==> src/rtl/swc_pkg.sv <==
// package: offsets, field layout, reset values and types of the config bank
`default_nettype none
package swc_pkg;
    // ==========================================
    // word offsets (word index of each register)
    localparam logic [1:0] OFF_SIG = 2'h0;  // validity signature word
    localparam logic [1:0] OFF_LED = 2'h1;  // led display selection
    localparam logic [1:0] OFF_CTL1 = 2'h2; // switch control one
    localparam logic [1:0] OFF_CTL2 = 2'h3; // switch control two
    // ==========================================
    // reset values and constants
    localparam logic [15:0] SIG_VALUE = 16'h55aa; // word 0 pattern
    localparam logic [15:0] RST_SIG = 16'h55aa;   // word 0 reset
    localparam logic [1:0] RST_LED_SEL = 2'h3;    // link/act, col, fdx/col, spd
    localparam logic [1:0] RST_AGE = 2'h2;        // aging time default
    localparam logic [4:0] COLL_LIMIT = 5'h10;    // 16 consecutive collisions
    localparam logic [3:0] BACKOFF_SHORT = 4'h8;  // capped backoff, slots
    localparam logic [1:0] STRAP_SETTLE = 2'h2;   // cycles for strap sync
    localparam logic [2:0] PORT_SIX = 3'h6;       // first upper port
    // ==========================================
    // field positions, word 1
    localparam int LED_SEL_LSB = 0;
    // field positions, word 2
    localparam int PRIO_EN_BIT = 15;
    localparam int UPPER_HI_BIT = 14;
    localparam int BP_TYPE_LSB = 11;
    localparam int FLOW_8023X_BIT = 7;
    localparam int BP_EN_BIT = 4;
    localparam int BSTORM_BIT = 2;
    // field positions, word 3
    localparam int EXT_FDX_BIT = 12;
    localparam int EXT_SPD_BIT = 11;
    localparam int EXT_FLOW_BIT = 10;
    localparam int EXT_EN_BIT = 9;
    localparam int COLL_DROP_BIT = 7;
    localparam int HASH_LSB = 5;
    localparam int AGE_LSB = 3;
    localparam int TEST_FORWARD_EVERYTHING_BIT = 2;
    localparam int SHORT_BO_BIT = 1;
    // ==========================================
    // configuration carrier
    typedef struct packed {
        logic [1:0] led_display_select;      // led mode
        logic priority_class_enable;         // class of service
        logic upper_ports_high_priority;     // ports 6/7 high
        logic [1:0] backpressure_type;       // 00 carrier based
        logic flow_8023x_enable;             // full-duplex pause
        logic backpressure_enable;           // half-duplex bp
        logic broadcast_storm_drop_enable;   // storm guard
        logic ext_port_full_duplex;          // 1 full
        logic ext_port_speed_select;         // 1 = 10M
        logic ext_port_flow_control;         // 1 on
        logic ext_port_enable;               // 1 enabled
        logic excess_collision_discard;      // drop after 16
        logic [1:0] address_hash_select;     // hashing pair
        logic [1:0] age_time_select;         // aging time
        logic test_forward_everything;       // all-pass test
        logic short_backoff_enable;          // 8-slot cap
    } swc_cfg_t;
    localparam swc_cfg_t RST_CFG = '{
        led_display_select: RST_LED_SEL,
        priority_class_enable: 1'b0,
        upper_ports_high_priority: 1'b0,
        backpressure_type: 2'h0,
        flow_8023x_enable: 1'b1,
        backpressure_enable: 1'b1,
        broadcast_storm_drop_enable: 1'b0,
        ext_port_full_duplex: 1'b1,
        ext_port_speed_select: 1'b1,
        ext_port_flow_control: 1'b0,
        ext_port_enable: 1'b0,
        excess_collision_discard: 1'b0,
        address_hash_select: 2'h0,
        age_time_select: RST_AGE,
        test_forward_everything: 1'b0,
        short_backoff_enable: 1'b1
    };
endpackage
`default_nettype wire

==> src/rtl/swc_config_regs.sv <==
// power-up configuration bank: straps, then serial memory words
// Function
// [RQ1] memory words valid only with signature word; sig_q resets to SIG_VALUE, so a pass that never writes word 0 is applied
// [RQ2] valid memory words replace strap values
// [RQ3] two-bit led mode, default 11
// [RQ4] storm enable drops broadcasts over threshold
// [RQ5] external port duplex bit, 1 full
// [RQ6] external port speed bit, 1 is 10M
// [RQ7] external port flow control when bit set
// [RQ8] external port used only when enabled
// [RQ9] discard frame after sixteen collisions
// [RQ10] hashing pair chosen once, end of reset
// [RQ11] aging removes expired entries, default 10
// [RQ12] all-pass forwards every frame, default off
// [RQ13] modified backoff caps at eight slots
// [RQ14] pause and backpressure default on; type gated
// [RQ15] tagged or upper-port frames queued high; code needs priority_class_enable, upper ports also upper_ports_high_priority
`default_nettype none
module swc_config_regs (
    input wire logic clk_i,                    // 100 MHz device clock
    input wire logic rst_n_i,                  // async reset, active low
    input wire logic ce_i,                     // clock enable
    input wire swc_pkg::swc_cfg_t strap_i,     // strap pin levels
    input wire logic ld_wr_i,                  // memory word strobe
    input wire logic [1:0] ld_addr_i,          // memory word index
    input wire logic [15:0] ld_data_i,         // memory word
    input wire logic ld_done_i,                // memory read finished
    input wire logic [1:0] rd_addr_i,          // readback index
    input wire logic bcast_frame_i,            // broadcast frame arrives
    input wire logic bcast_over_i,             // broadcast queue over limit
    input wire logic [4:0] coll_count_i,       // consecutive collisions
    input wire logic frame_tag_high_i,         // frame has high tag
    input wire logic [2:0] frame_port_i,       // receiving port
    input wire logic frame_valid_i,            // frame classify strobe
    output swc_pkg::swc_cfg_t cfg_o,           // active configuration
    output logic [1:0] bp_type_eff_o,          // gated backpressure type
    output logic [3:0] backoff_cap_o,          // 0 = standard backoff
    output logic [15:0] rd_data_o,             // readback word
    output logic strap_taken_o,                // straps latched
    output logic cfg_final_o,                  // configuration settled
    output logic cfg_from_mem_o,               // memory data applied
    output logic bcast_drop_o,                 // drop this broadcast
    output logic tx_discard_o,                 // discard transmit frame
    output logic queue_high_o                  // queue frame high
);
    // ==========================================
    // strap synchronisation
    swc_pkg::swc_cfg_t strap_s; // straps after two flops
    swc_sync #(.W($bits(swc_pkg::swc_cfg_t))) u_strap_sync (
        .clk_i(clk_i),
        .rst_n_i(rst_n_i),
        .ce_i(ce_i),
        .d_i(strap_i),
        .q_o(strap_s)
    );

    // ==========================================
    // state
    swc_pkg::swc_cfg_t cfg_q; // active fields
    logic [15:0] sig_q;       // last word 0 seen
    logic [15:0] shadow_q [1:3]; // memory words held until done
    logic [1:0] settle_q;     // strap settle counter
    logic taken_q;            // straps latched
    logic final_q;            // load finished
    logic from_mem_q;         // memory won
    logic [1:0] bp_eff_q;     // gated type
    logic [3:0] cap_q;        // backoff cap
    logic [15:0] rd_q;        // readback
    logic drop_q, disc_q, high_q; // event answers

    // ==========================================
    // decode of memory words and readback
    wire sig_ok = (sig_q == swc_pkg::SIG_VALUE);
    wire apply_mem = ld_done_i && !final_q && taken_q && sig_ok; // see [RQ1]
    wire finish = ld_done_i && !final_q && taken_q;
    swc_pkg::swc_cfg_t mem_cfg; // fields taken from memory words
    swc_pkg::swc_cfg_t nxt_cfg; // next active fields
    wire [15:0] w1 = shadow_q[1];
    wire [15:0] w2 = shadow_q[2];
    wire [15:0] w3 = shadow_q[3];
    assign mem_cfg = '{
        led_display_select: w1[swc_pkg::LED_SEL_LSB +: 2],
        priority_class_enable: w2[swc_pkg::PRIO_EN_BIT],
        upper_ports_high_priority: w2[swc_pkg::UPPER_HI_BIT],
        backpressure_type: w2[swc_pkg::BP_TYPE_LSB +: 2],
        flow_8023x_enable: w2[swc_pkg::FLOW_8023X_BIT],
        backpressure_enable: w2[swc_pkg::BP_EN_BIT],
        broadcast_storm_drop_enable: w2[swc_pkg::BSTORM_BIT],
        ext_port_full_duplex: w3[swc_pkg::EXT_FDX_BIT],
        ext_port_speed_select: w3[swc_pkg::EXT_SPD_BIT],
        ext_port_flow_control: w3[swc_pkg::EXT_FLOW_BIT],
        ext_port_enable: w3[swc_pkg::EXT_EN_BIT],
        excess_collision_discard: w3[swc_pkg::COLL_DROP_BIT],
        address_hash_select: w3[swc_pkg::HASH_LSB +: 2],
        age_time_select: w3[swc_pkg::AGE_LSB +: 2],
        test_forward_everything: w3[swc_pkg::TEST_FORWARD_EVERYTHING_BIT],
        short_backoff_enable: w3[swc_pkg::SHORT_BO_BIT]
    };
    wire take_strap = !taken_q && (settle_q == swc_pkg::STRAP_SETTLE);
    // memory replaces every field, straps only until then
    assign nxt_cfg = apply_mem ? mem_cfg : strap_s; // see [RQ2]
    wire load_cfg = take_strap || apply_mem;

    // readback packs the active fields back into word layout, word 0 returns sig_q
    logic [15:0] rd_w; // readback word before the flop
    always_comb begin
        rd_w = 16'h0000;
        unique case (rd_addr_i)
            swc_pkg::OFF_SIG: rd_w = sig_q;
            swc_pkg::OFF_LED:
                rd_w[swc_pkg::LED_SEL_LSB +: 2] = cfg_q.led_display_select;
            swc_pkg::OFF_CTL1: begin
                rd_w[swc_pkg::PRIO_EN_BIT] = cfg_q.priority_class_enable;
                rd_w[swc_pkg::UPPER_HI_BIT] = cfg_q.upper_ports_high_priority;
                rd_w[swc_pkg::BP_TYPE_LSB +: 2] = cfg_q.backpressure_type;
                rd_w[swc_pkg::FLOW_8023X_BIT] = cfg_q.flow_8023x_enable;
                rd_w[swc_pkg::BP_EN_BIT] = cfg_q.backpressure_enable;
                rd_w[swc_pkg::BSTORM_BIT] = cfg_q.broadcast_storm_drop_enable;
            end
            swc_pkg::OFF_CTL2: begin
                rd_w[swc_pkg::EXT_FDX_BIT] = cfg_q.ext_port_full_duplex;
                rd_w[swc_pkg::EXT_SPD_BIT] = cfg_q.ext_port_speed_select;
                rd_w[swc_pkg::EXT_FLOW_BIT] = cfg_q.ext_port_flow_control;
                rd_w[swc_pkg::EXT_EN_BIT] = cfg_q.ext_port_enable;
                rd_w[swc_pkg::COLL_DROP_BIT] = cfg_q.excess_collision_discard;
                rd_w[swc_pkg::HASH_LSB +: 2] = cfg_q.address_hash_select;
                rd_w[swc_pkg::AGE_LSB +: 2] = cfg_q.age_time_select;
                rd_w[swc_pkg::TEST_FORWARD_EVERYTHING_BIT] = cfg_q.test_forward_everything;
                rd_w[swc_pkg::SHORT_BO_BIT] = cfg_q.short_backoff_enable;
            end
        endcase
    end

    // ==========================================
    // event decisions from active fields
    wire upper_port = (frame_port_i >= swc_pkg::PORT_SIX);
    wire drop_d = cfg_q.broadcast_storm_drop_enable && bcast_frame_i
                  && bcast_over_i; // see [RQ4]
    wire disc_d = cfg_q.excess_collision_discard
                  && (coll_count_i >= swc_pkg::COLL_LIMIT); // see [RQ9]
    // cos gates both high-priority paths
    wire high_d = frame_valid_i && cfg_q.priority_class_enable
                  && (frame_tag_high_i
                      || (cfg_q.upper_ports_high_priority
                          && upper_port)); // see [RQ15]
    wire [1:0] bp_eff_d = cfg_q.backpressure_enable ?
                          cfg_q.backpressure_type : 2'h0; // see [RQ14]
    wire [3:0] cap_d = cfg_q.short_backoff_enable ?
                       swc_pkg::BACKOFF_SHORT : 4'h0; // see [RQ13]

    // ==========================================
    // strap settle and load sequencing
    always_ff @(posedge clk_i or negedge rst_n_i) begin
        if (!rst_n_i) begin
            settle_q <= 2'h0;
            taken_q <= 1'b0;
            final_q <= 1'b0;
            from_mem_q <= 1'b0;
        end else if (ce_i) begin
            if (!taken_q && settle_q != swc_pkg::STRAP_SETTLE)
                settle_q <= settle_q + 2'h1;
            if (take_strap)
                taken_q <= 1'b1;
            // one load only, so hashing cannot change later
            if (finish)
                final_q <= 1'b1; // see [RQ10]
            if (apply_mem)
                from_mem_q <= 1'b1;
        end
    end

    // active fields: defaults, then straps, then memory
    always_ff @(posedge clk_i or negedge rst_n_i) begin
        if (!rst_n_i) begin
            cfg_q <= swc_pkg::RST_CFG; // see [RQ3] [RQ14]
        end else if (ce_i && load_cfg) begin
            cfg_q <= nxt_cfg; // see [RQ5] [RQ6] [RQ7] [RQ8] [RQ11] [RQ12]
        end
    end

    // incoming memory words, ignored after the load ends
    always_ff @(posedge clk_i or negedge rst_n_i) begin
        if (!rst_n_i) begin
            sig_q <= swc_pkg::RST_SIG;
            for (int i = 1; i <= 3; i++)
                shadow_q[i] <= 16'h0000;
        end else if (ce_i && ld_wr_i && !final_q) begin
            if (ld_addr_i == swc_pkg::OFF_SIG)
                sig_q <= ld_data_i;
            else
                shadow_q[ld_addr_i] <= ld_data_i;
        end
    end

    // registered answers
    always_ff @(posedge clk_i or negedge rst_n_i) begin
        if (!rst_n_i) begin
            rd_q <= 16'h0000;
            bp_eff_q <= 2'h0;
            cap_q <= swc_pkg::BACKOFF_SHORT;
            drop_q <= 1'b0;
            disc_q <= 1'b0;
            high_q <= 1'b0;
        end else if (ce_i) begin
            rd_q <= rd_w;
            bp_eff_q <= bp_eff_d;
            cap_q <= cap_d;
            drop_q <= drop_d;
            disc_q <= disc_d;
            high_q <= high_d;
        end
    end

    assign cfg_o = cfg_q;
    assign bp_type_eff_o = bp_eff_q;
    assign backoff_cap_o = cap_q;
    assign rd_data_o = rd_q;
    assign strap_taken_o = taken_q;
    assign cfg_final_o = final_q;
    assign cfg_from_mem_o = from_mem_q;
    assign bcast_drop_o = drop_q;
    assign tx_discard_o = disc_q;
    assign queue_high_o = high_q;
endmodule
`default_nettype wire

==> src/rtl/swc_sync.sv <==
// two-flop synchroniser for a group of strap levels
`default_nettype none
module swc_sync #(
    parameter int W = 1 // bits carried
) (
    input wire logic clk_i,          // device clock
    input wire logic rst_n_i,        // async reset, active low
    input wire logic ce_i,           // clock enable
    input wire logic [W-1:0] d_i,    // asynchronous levels
    output logic [W-1:0] q_o         // synchronised levels
);
    // ==========================================
    // first stage feeds the second only
    logic [W-1:0] meta_q; // first stage
    logic [W-1:0] sync_q; // second stage

    // both stages frozen together with the rest of the block
    always_ff @(posedge clk_i or negedge rst_n_i) begin
        if (!rst_n_i) begin
            meta_q <= '0;
            sync_q <= '0;
        end else if (ce_i) begin
            meta_q <= d_i;
            sync_q <= meta_q;
        end
    end

    assign q_o = sync_q;
endmodule
`default_nettype wire

==> config.mk <==
export PLATFORM = sky130hd
export DESIGN_NAME = swc_config_regs
export DESIGN_NICKNAME = d
export VERILOG_FILES = /design/src/rtl/swc_pkg.sv /design/src/rtl/swc_config_regs.sv /design/src/rtl/swc_sync.sv
export SDC_FILE = /design/constraint.sdc
export NUM_CORES = 1
export LEC_CHECK = 0
export CORE_UTILIZATION = 55
export DETAILED_ROUTE_END_ITERATION = 8
export DONT_BUFFER_PORTS = 1
export PLACE_DENSITY = 0.77
export SETUP_SLACK_MARGIN = 0.5
export SYNTH_ARGS = -nofsm -noshare
export SYNTH_HDL_FRONTEND = slang
export SYNTH_SLANG_ARGS = --single-unit
==> constraint.sdc <==
create_clock -name clk_i -period 2.6 [get_ports clk_i]
set_clock_uncertainty 0.15 [all_clocks]
set_input_delay 0.52 -clock clk_i [delete_from_list [all_inputs] [get_ports clk_i]]
set_output_delay 0.52 -clock clk_i [all_outputs]
set_load 0.02 [all_outputs]
; ---- Word-level counts from Yosys, hierarchy flattened
; Index checks and enable logic that the tools add are counted.
[word_totals]
ff_bits = 154
input_bits = 57
output_inout_bits = 48
[op_classes]
add_sub_neg = 1
magnitude_cmp = 4
eq_ne = 6
muxes = 18
bitwise = 2
n_reduce_logical = 27
[op_table]
columns = op, count
row1 = 48-bit bitwise mux, 1
row2 = 16-bit demux with 2-bit select, 1
row3 = 20-bit 2-to-1 mux, 1
row4 = "16-bit by 15-bit equality test with 1-bit output, second input constant", 1
row5 = 16-bit 2-to-1 mux, 1
row6 = 1-bit logical AND, 15
row7 = 1-bit case mux with 3 select lines, 4
row8 = 2-bit case mux with 2 select lines, 3
row9 = 2-bit AND reduction, 6
row10 = "2-bit equality test, second input constant", 3
row11 = "3-bit greater-or-equal comparator, second input constant", 2
row12 = 2-bit case mux with 3 select lines, 1
row13 = "5-bit greater-or-equal comparator, second input constant", 1
row14 = 2-bit logical NOT, 2
row15 = 4-bit 2-to-1 mux, 1
row16 = 1-bit case mux with 2 select lines, 2
row17 = "3-bit by 1-bit less-than comparator with 1-bit output, second input constant", 1
row18 = 2-bit inverter with 3-bit output, 1
row19 = "2-bit by 1-bit adder with 2-bit output, second input constant", 1
row20 = "2-bit by 1-bit equality test with 1-bit output, second input constant", 1
row21 = 1-bit logical NOT, 2
row22 = 1-bit logical OR, 2
row23 = 1-bit 2-to-1 mux, 2
row24 = 2-bit 2-to-1 mux, 1
row25 = 2 further kinds, 2

; ---- Depth between registers and ports, before layout
[logic_depth]
depth_word = 6
depth_mapped = 6

; ---- Hierarchy
; Synthesis repeated with hierarchy kept, for this count alone.
[unflattened]
cells_unflattened = 362
area_unflattened_um2 = 5113.7
[modules_own_cells]
columns = module, n_inst, cells_per_inst, area_each_um2, seq_area_each_um2
row1 = swc_config_regs, 1, 278, 3617.2, 2098.3
row2 = swc_sync, 1, 84, 1496.4, 1001.0

; ---- Worst setup path after synthesis
; OpenSTA, ideal clock, no wires.
[synth_timing]
path_type = register to register
from = register sig_q[3]
to = register cfg_q, in the netlist cfg_o[11]
arrival_time_ps = 1747
t_required_ps = 2327
setup_slack_ps = 580
path_stages_with_launch = 6
n_path_buf = 1
cell_sequence = dfstp_2 or4b_4 nor4_4 nand2_2 buf_6 o221a_1
[synth_via]
elab_chain_cells = 4
word_cells_on_any_way = 5
[synth_rtl]
columns = element, line
row1 = start: declaration, swc_config_regs.sv:60  ; logic [15:0] sig_q;
row2 = start signal: assignment, swc_config_regs.sv:184  ; sig_q <= swc_pkg::RST_SIG;
row3 = start signal: assignment, swc_config_regs.sv:189  ; sig_q <= ld_data_i;
row4 = 16-bit by 15-bit equality test with 1-bit output *, swc_config_regs.sv:73  ; wire sig_ok = (sig_q == swc_pkg::SIG_VALUE);
row5 = 1-bit logical AND *, swc_config_regs.sv:74  ; wire apply_mem = ld_done_i && !final_q && taken_q && sig_ok;
row6 = 1-bit logical OR, swc_config_regs.sv:102  ; wire load_cfg = take_strap || apply_mem;
row7 = 1-bit logical AND, swc_config_regs.sv:176  ; end else if (ce_i && load_cfg) begin
row8 = end signal: assignment, swc_config_regs.sv:175  ; cfg_q <= swc_pkg::RST_CFG;
row9 = end signal: assignment, swc_config_regs.sv:177  ; cfg_q <= nxt_cfg;
row10 = end: declaration, swc_config_regs.sv:59  ; swc_pkg::swc_cfg_t cfg_q;
; Every way passes the cells marked *; elsewhere a longest branch is shown, timed or not.
; A chain may end at the register's enable or synchronous reset.

; ---- Final worst setup path
[layout_timing]
from = register sig_q[5]
to = register cfg_q, in the netlist cfg_o[12]
; Same word-level chain as after synthesis.

==> flow_summary.toml <==
[critical_path]
cp_max_fo = 10
crit_buf_inv = 1
crit_chain = "or4bb_4, nor3_4, a21bo_4, clkbuf_16, o221a_1"
criticalPathCategory = "flip-flop to flip-flop"
endpoint_kind = "flip-flop"
cp_top_family = "simple AND/OR/NAND/NOR gates"
startpoint_type = "flip-flop"
slowest_stage = "dfstp_2"
required_ns = 2.90
critPathMaxStageDelay_ns = 0.56
worstPathArrival_ns = 2.49

[sta]
holdWs_ns = -0.454
fmax_mhz = 456
worst_pin_slew_ns = 0.767
setup_viol = 0
grt_setup_unrepaired = "yes"
period_share_pct = 84.4
relSlewSlack_pct = 48.7
report.final.hold_viol_count = 123
period_minus_slack_ns = 2.19
drv_slew = 0
fin_setup_tns_ns = 0

[clocking]
cts_root_buf = "clkbuf_8"
clockBufferDepth = 2
clkTransAtPathRegs_ns = 0.06
clock_latency_ns = 0.52
numCtsBuffers = 17
cts_tree = "yes"
htreeDepth = 4
cts.sinks = 123

[final_layout]
multi_input_area_um2 = 1870
area.growth.synth_to_final_pct = 23.4
fin_area_um2 = 6320
n_fill_cell = 579
nets = 477
antennaDiodeCount = 0
layout-drive-gt1-share_pct = 32.8
regArea_um2 = 3100
instances_no_fill = 535
postLayoutCoreUtil_pct = 71.4

[logic_synthesis]
ys_seq_area_share_pct = 60.5
synth_cell_type_count = 38
ys_seq_elements = 123
synth_compound_area_share_pct = 9.53
synth_simple_gate_area_share_pct = 6.87
synth_adder_area_share_pct = 1.47
synth_warnings = 0
syn_inst = 363
netlist_area_um2 = 5120
synth_top_family_by_area = "multiplexers"
syn_avg_cell_area_um2 = 14.1
muxShareOfSynthArea_pct = 17.2
synth-xor-area-share_pct = 0.171

[placement]
place_congestion = 0.765
dp_cells = 455
io_buffers = 0
placed_area_um2 = 5160
dp_hpwl_um = 6950

[floorplan]
io_pins = 105
start_util_pct = 57.9
die_x_um = 98.5
dieHeight_um = 98.5
rows = 34
die_area_um2 = 9700
coreArea_um2 = 8850

[status]
violations = "design-rule violations, negative hold slack"
status = "finished, violations left"

[global_route]
grt_pass1_wl_um = 18000
grt_max_degree = 124
grt_pass1_vias = 3357
antenna_found_initial = 0
grt_overflow_total = 0
grt_util_all_layers_pct = 24.7

[routing]
viasPerCell = 6.22
wl_um = 12100
drt_iter0_drc = 259
postRouteAntennaNets = 0
wl_per_cell_um = 22.7
routed-via-count = 3327
drc = 9
dr.pass1.iters = 9

[power]
power_mw = 6.34
powerDensity_nw_per_um2 = 1000
peakVddDrop_mv = 0.503
p_leak_nw = 2.70

[min_path]
holdCritPathClass = "input port to async pin"

[run]
cap_viol_max_count = 0
[flip-flops by register name, summed over array words and instances, names as in the netlist, 2 cells and up]
register             cells
cfg_o                   20
u_strap_sync.meta_q     20
u_strap_sync.q_o        20
rd_data_o               16
sig_q                   16
w3                      11
w2                       7
bp_type_eff_o            2
settle_q                 2
w1                       2
[cells in the mapped netlist (all sizes together)]
library cell | instances | share of area, %
dfrtp | 106 | 52
mux2 | 78 | 17
inv | 21 | 1.5
or2 | 21 | 2.6
o221a | 20 | 4.4
dfstp | 17 | 8.7
buf | 13 | 1.9
o22ai | 11 | 1.3
clkbuf | 10 | 0.73
a22oi | 8 | 1.2
nand3 | 7 | 0.68
o21ai | 7 | 0.68
a222oi | 6 | 1.2
ha | 6 | 1.5
nor2 | 5 | 0.37
nand2b | 4 | 0.49
a21oi | 3 | 0.29
nand2 | 3 | 0.27
nand3b | 2 | 0.29
nand4b | 2 | 0.34
nor4 | 2 | 0.83
a21bo | 1 | 0.20
a21o | 1 | 0.15
a31oi | 1 | 0.12
conb | 1 | 0.073
nand4 | 1 | 0.12
nor3 | 1 | 0.098
or3b | 1 | 0.17
or4 | 1 | 0.15
or4b | 1 | 0.27
or4bb | 1 | 0.22
xnor2 | 1 | 0.17
[per-layer routing]
metal,global-route usage [%],wire length [um],vias up
met5,0,0,-
met4,11.6,259,0
met3,7.87,945,22
met2,36.6,5930,170
met1,33.4,4990,1699
li1,-,-,1436
[cells by family (layout without fill, tap and decap cells)]
logic type               Yosys count  after routing
AO/OA/AOI/OAI                     58             58
XOR/XNOR                           1              1
adder cells (fa/ha/maj)            6              6
buffers and inverters             44            104
flip-flops                       123            123
multiplexers                      78             78
other                              1              3
AND/OR/NAND/NOR                   52             54
[where the power goes]
group          switching, mW  internal (mW)
logic                  0.247          0.423
clock network          0.839           1.57
registers              0.778           2.47
[cell type report]
cell class                 instances  share of cell area [%]
clock buffer                      20                    6.89
clock inverter                    12                    2.71
inverter                          21                    1.25
multi-input combinational        200                    29.5
sequential                       123                    49.0
tap                              108                    2.14
timing repair buffer              51                    8.44
[cell usage in the layout (no fill, tap or decap), types with 5 or more instances in the layout]
cell	instances
dfrtp_1	106
mux2_2	50
dlygate4sd3_1	38
mux2_1	28
inv_1	21
or2_2	20
o221a_1	20
clkbuf_16	18
dfstp_2	17
o22ai_1	11
a22oi_1	8
buf_4	8
nand3_1	7
o21ai_0	7
a222oi_1	6
ha_1	6
nor2_1	5
[per-stage QoR]
step | hold WS, ns | worst slack [ns]
CTS | -0.475 | 0.501
global placement | 0.0772 | 0.337
finish | -0.454 | 0.406
global route | -0.487 | 0.368
floorplan | 0.0744 | 0.580
detailed placement | 0.0760 | 0.282
[worst paths after layout]
| check | endpoint | slack, ns | startpoint | cells past startpoint |
|---|---|---|---|---|
| worst max-delay path | cfg_o[12] | 0.41 | sig_q[5] | 5 |
| max in group asynchronous | sig_q[10] | 2.52 | rst_n_i | 0 |
| worst min register to register | u_strap_sync.q_o[4] | 0.35 | u_strap_sync.q_o[4] | 1 |
| worst max register to register | cfg_o[12] | 0.41 | sig_q[5] | 5 |
| min in group clk_i | tx_discard_o | 0.01 | coll_count_i[4] | 2 |
| worst min-delay path | u_strap_sync.meta_q[15] | -0.45 | rst_n_i | 0 |
[repair_timing]
item                                   in CTS  in global routing
cloned                                      0                  4
setup endpoints to repair                  21                 20
buffers inserted                            0                  6
hold buffers                               37                  1
resized for setup                           5                  7
endpoints found under the hold margin     199                124
pin swaps                                   2                  2
No activity file was read; power rests on OpenSTA's default activity.
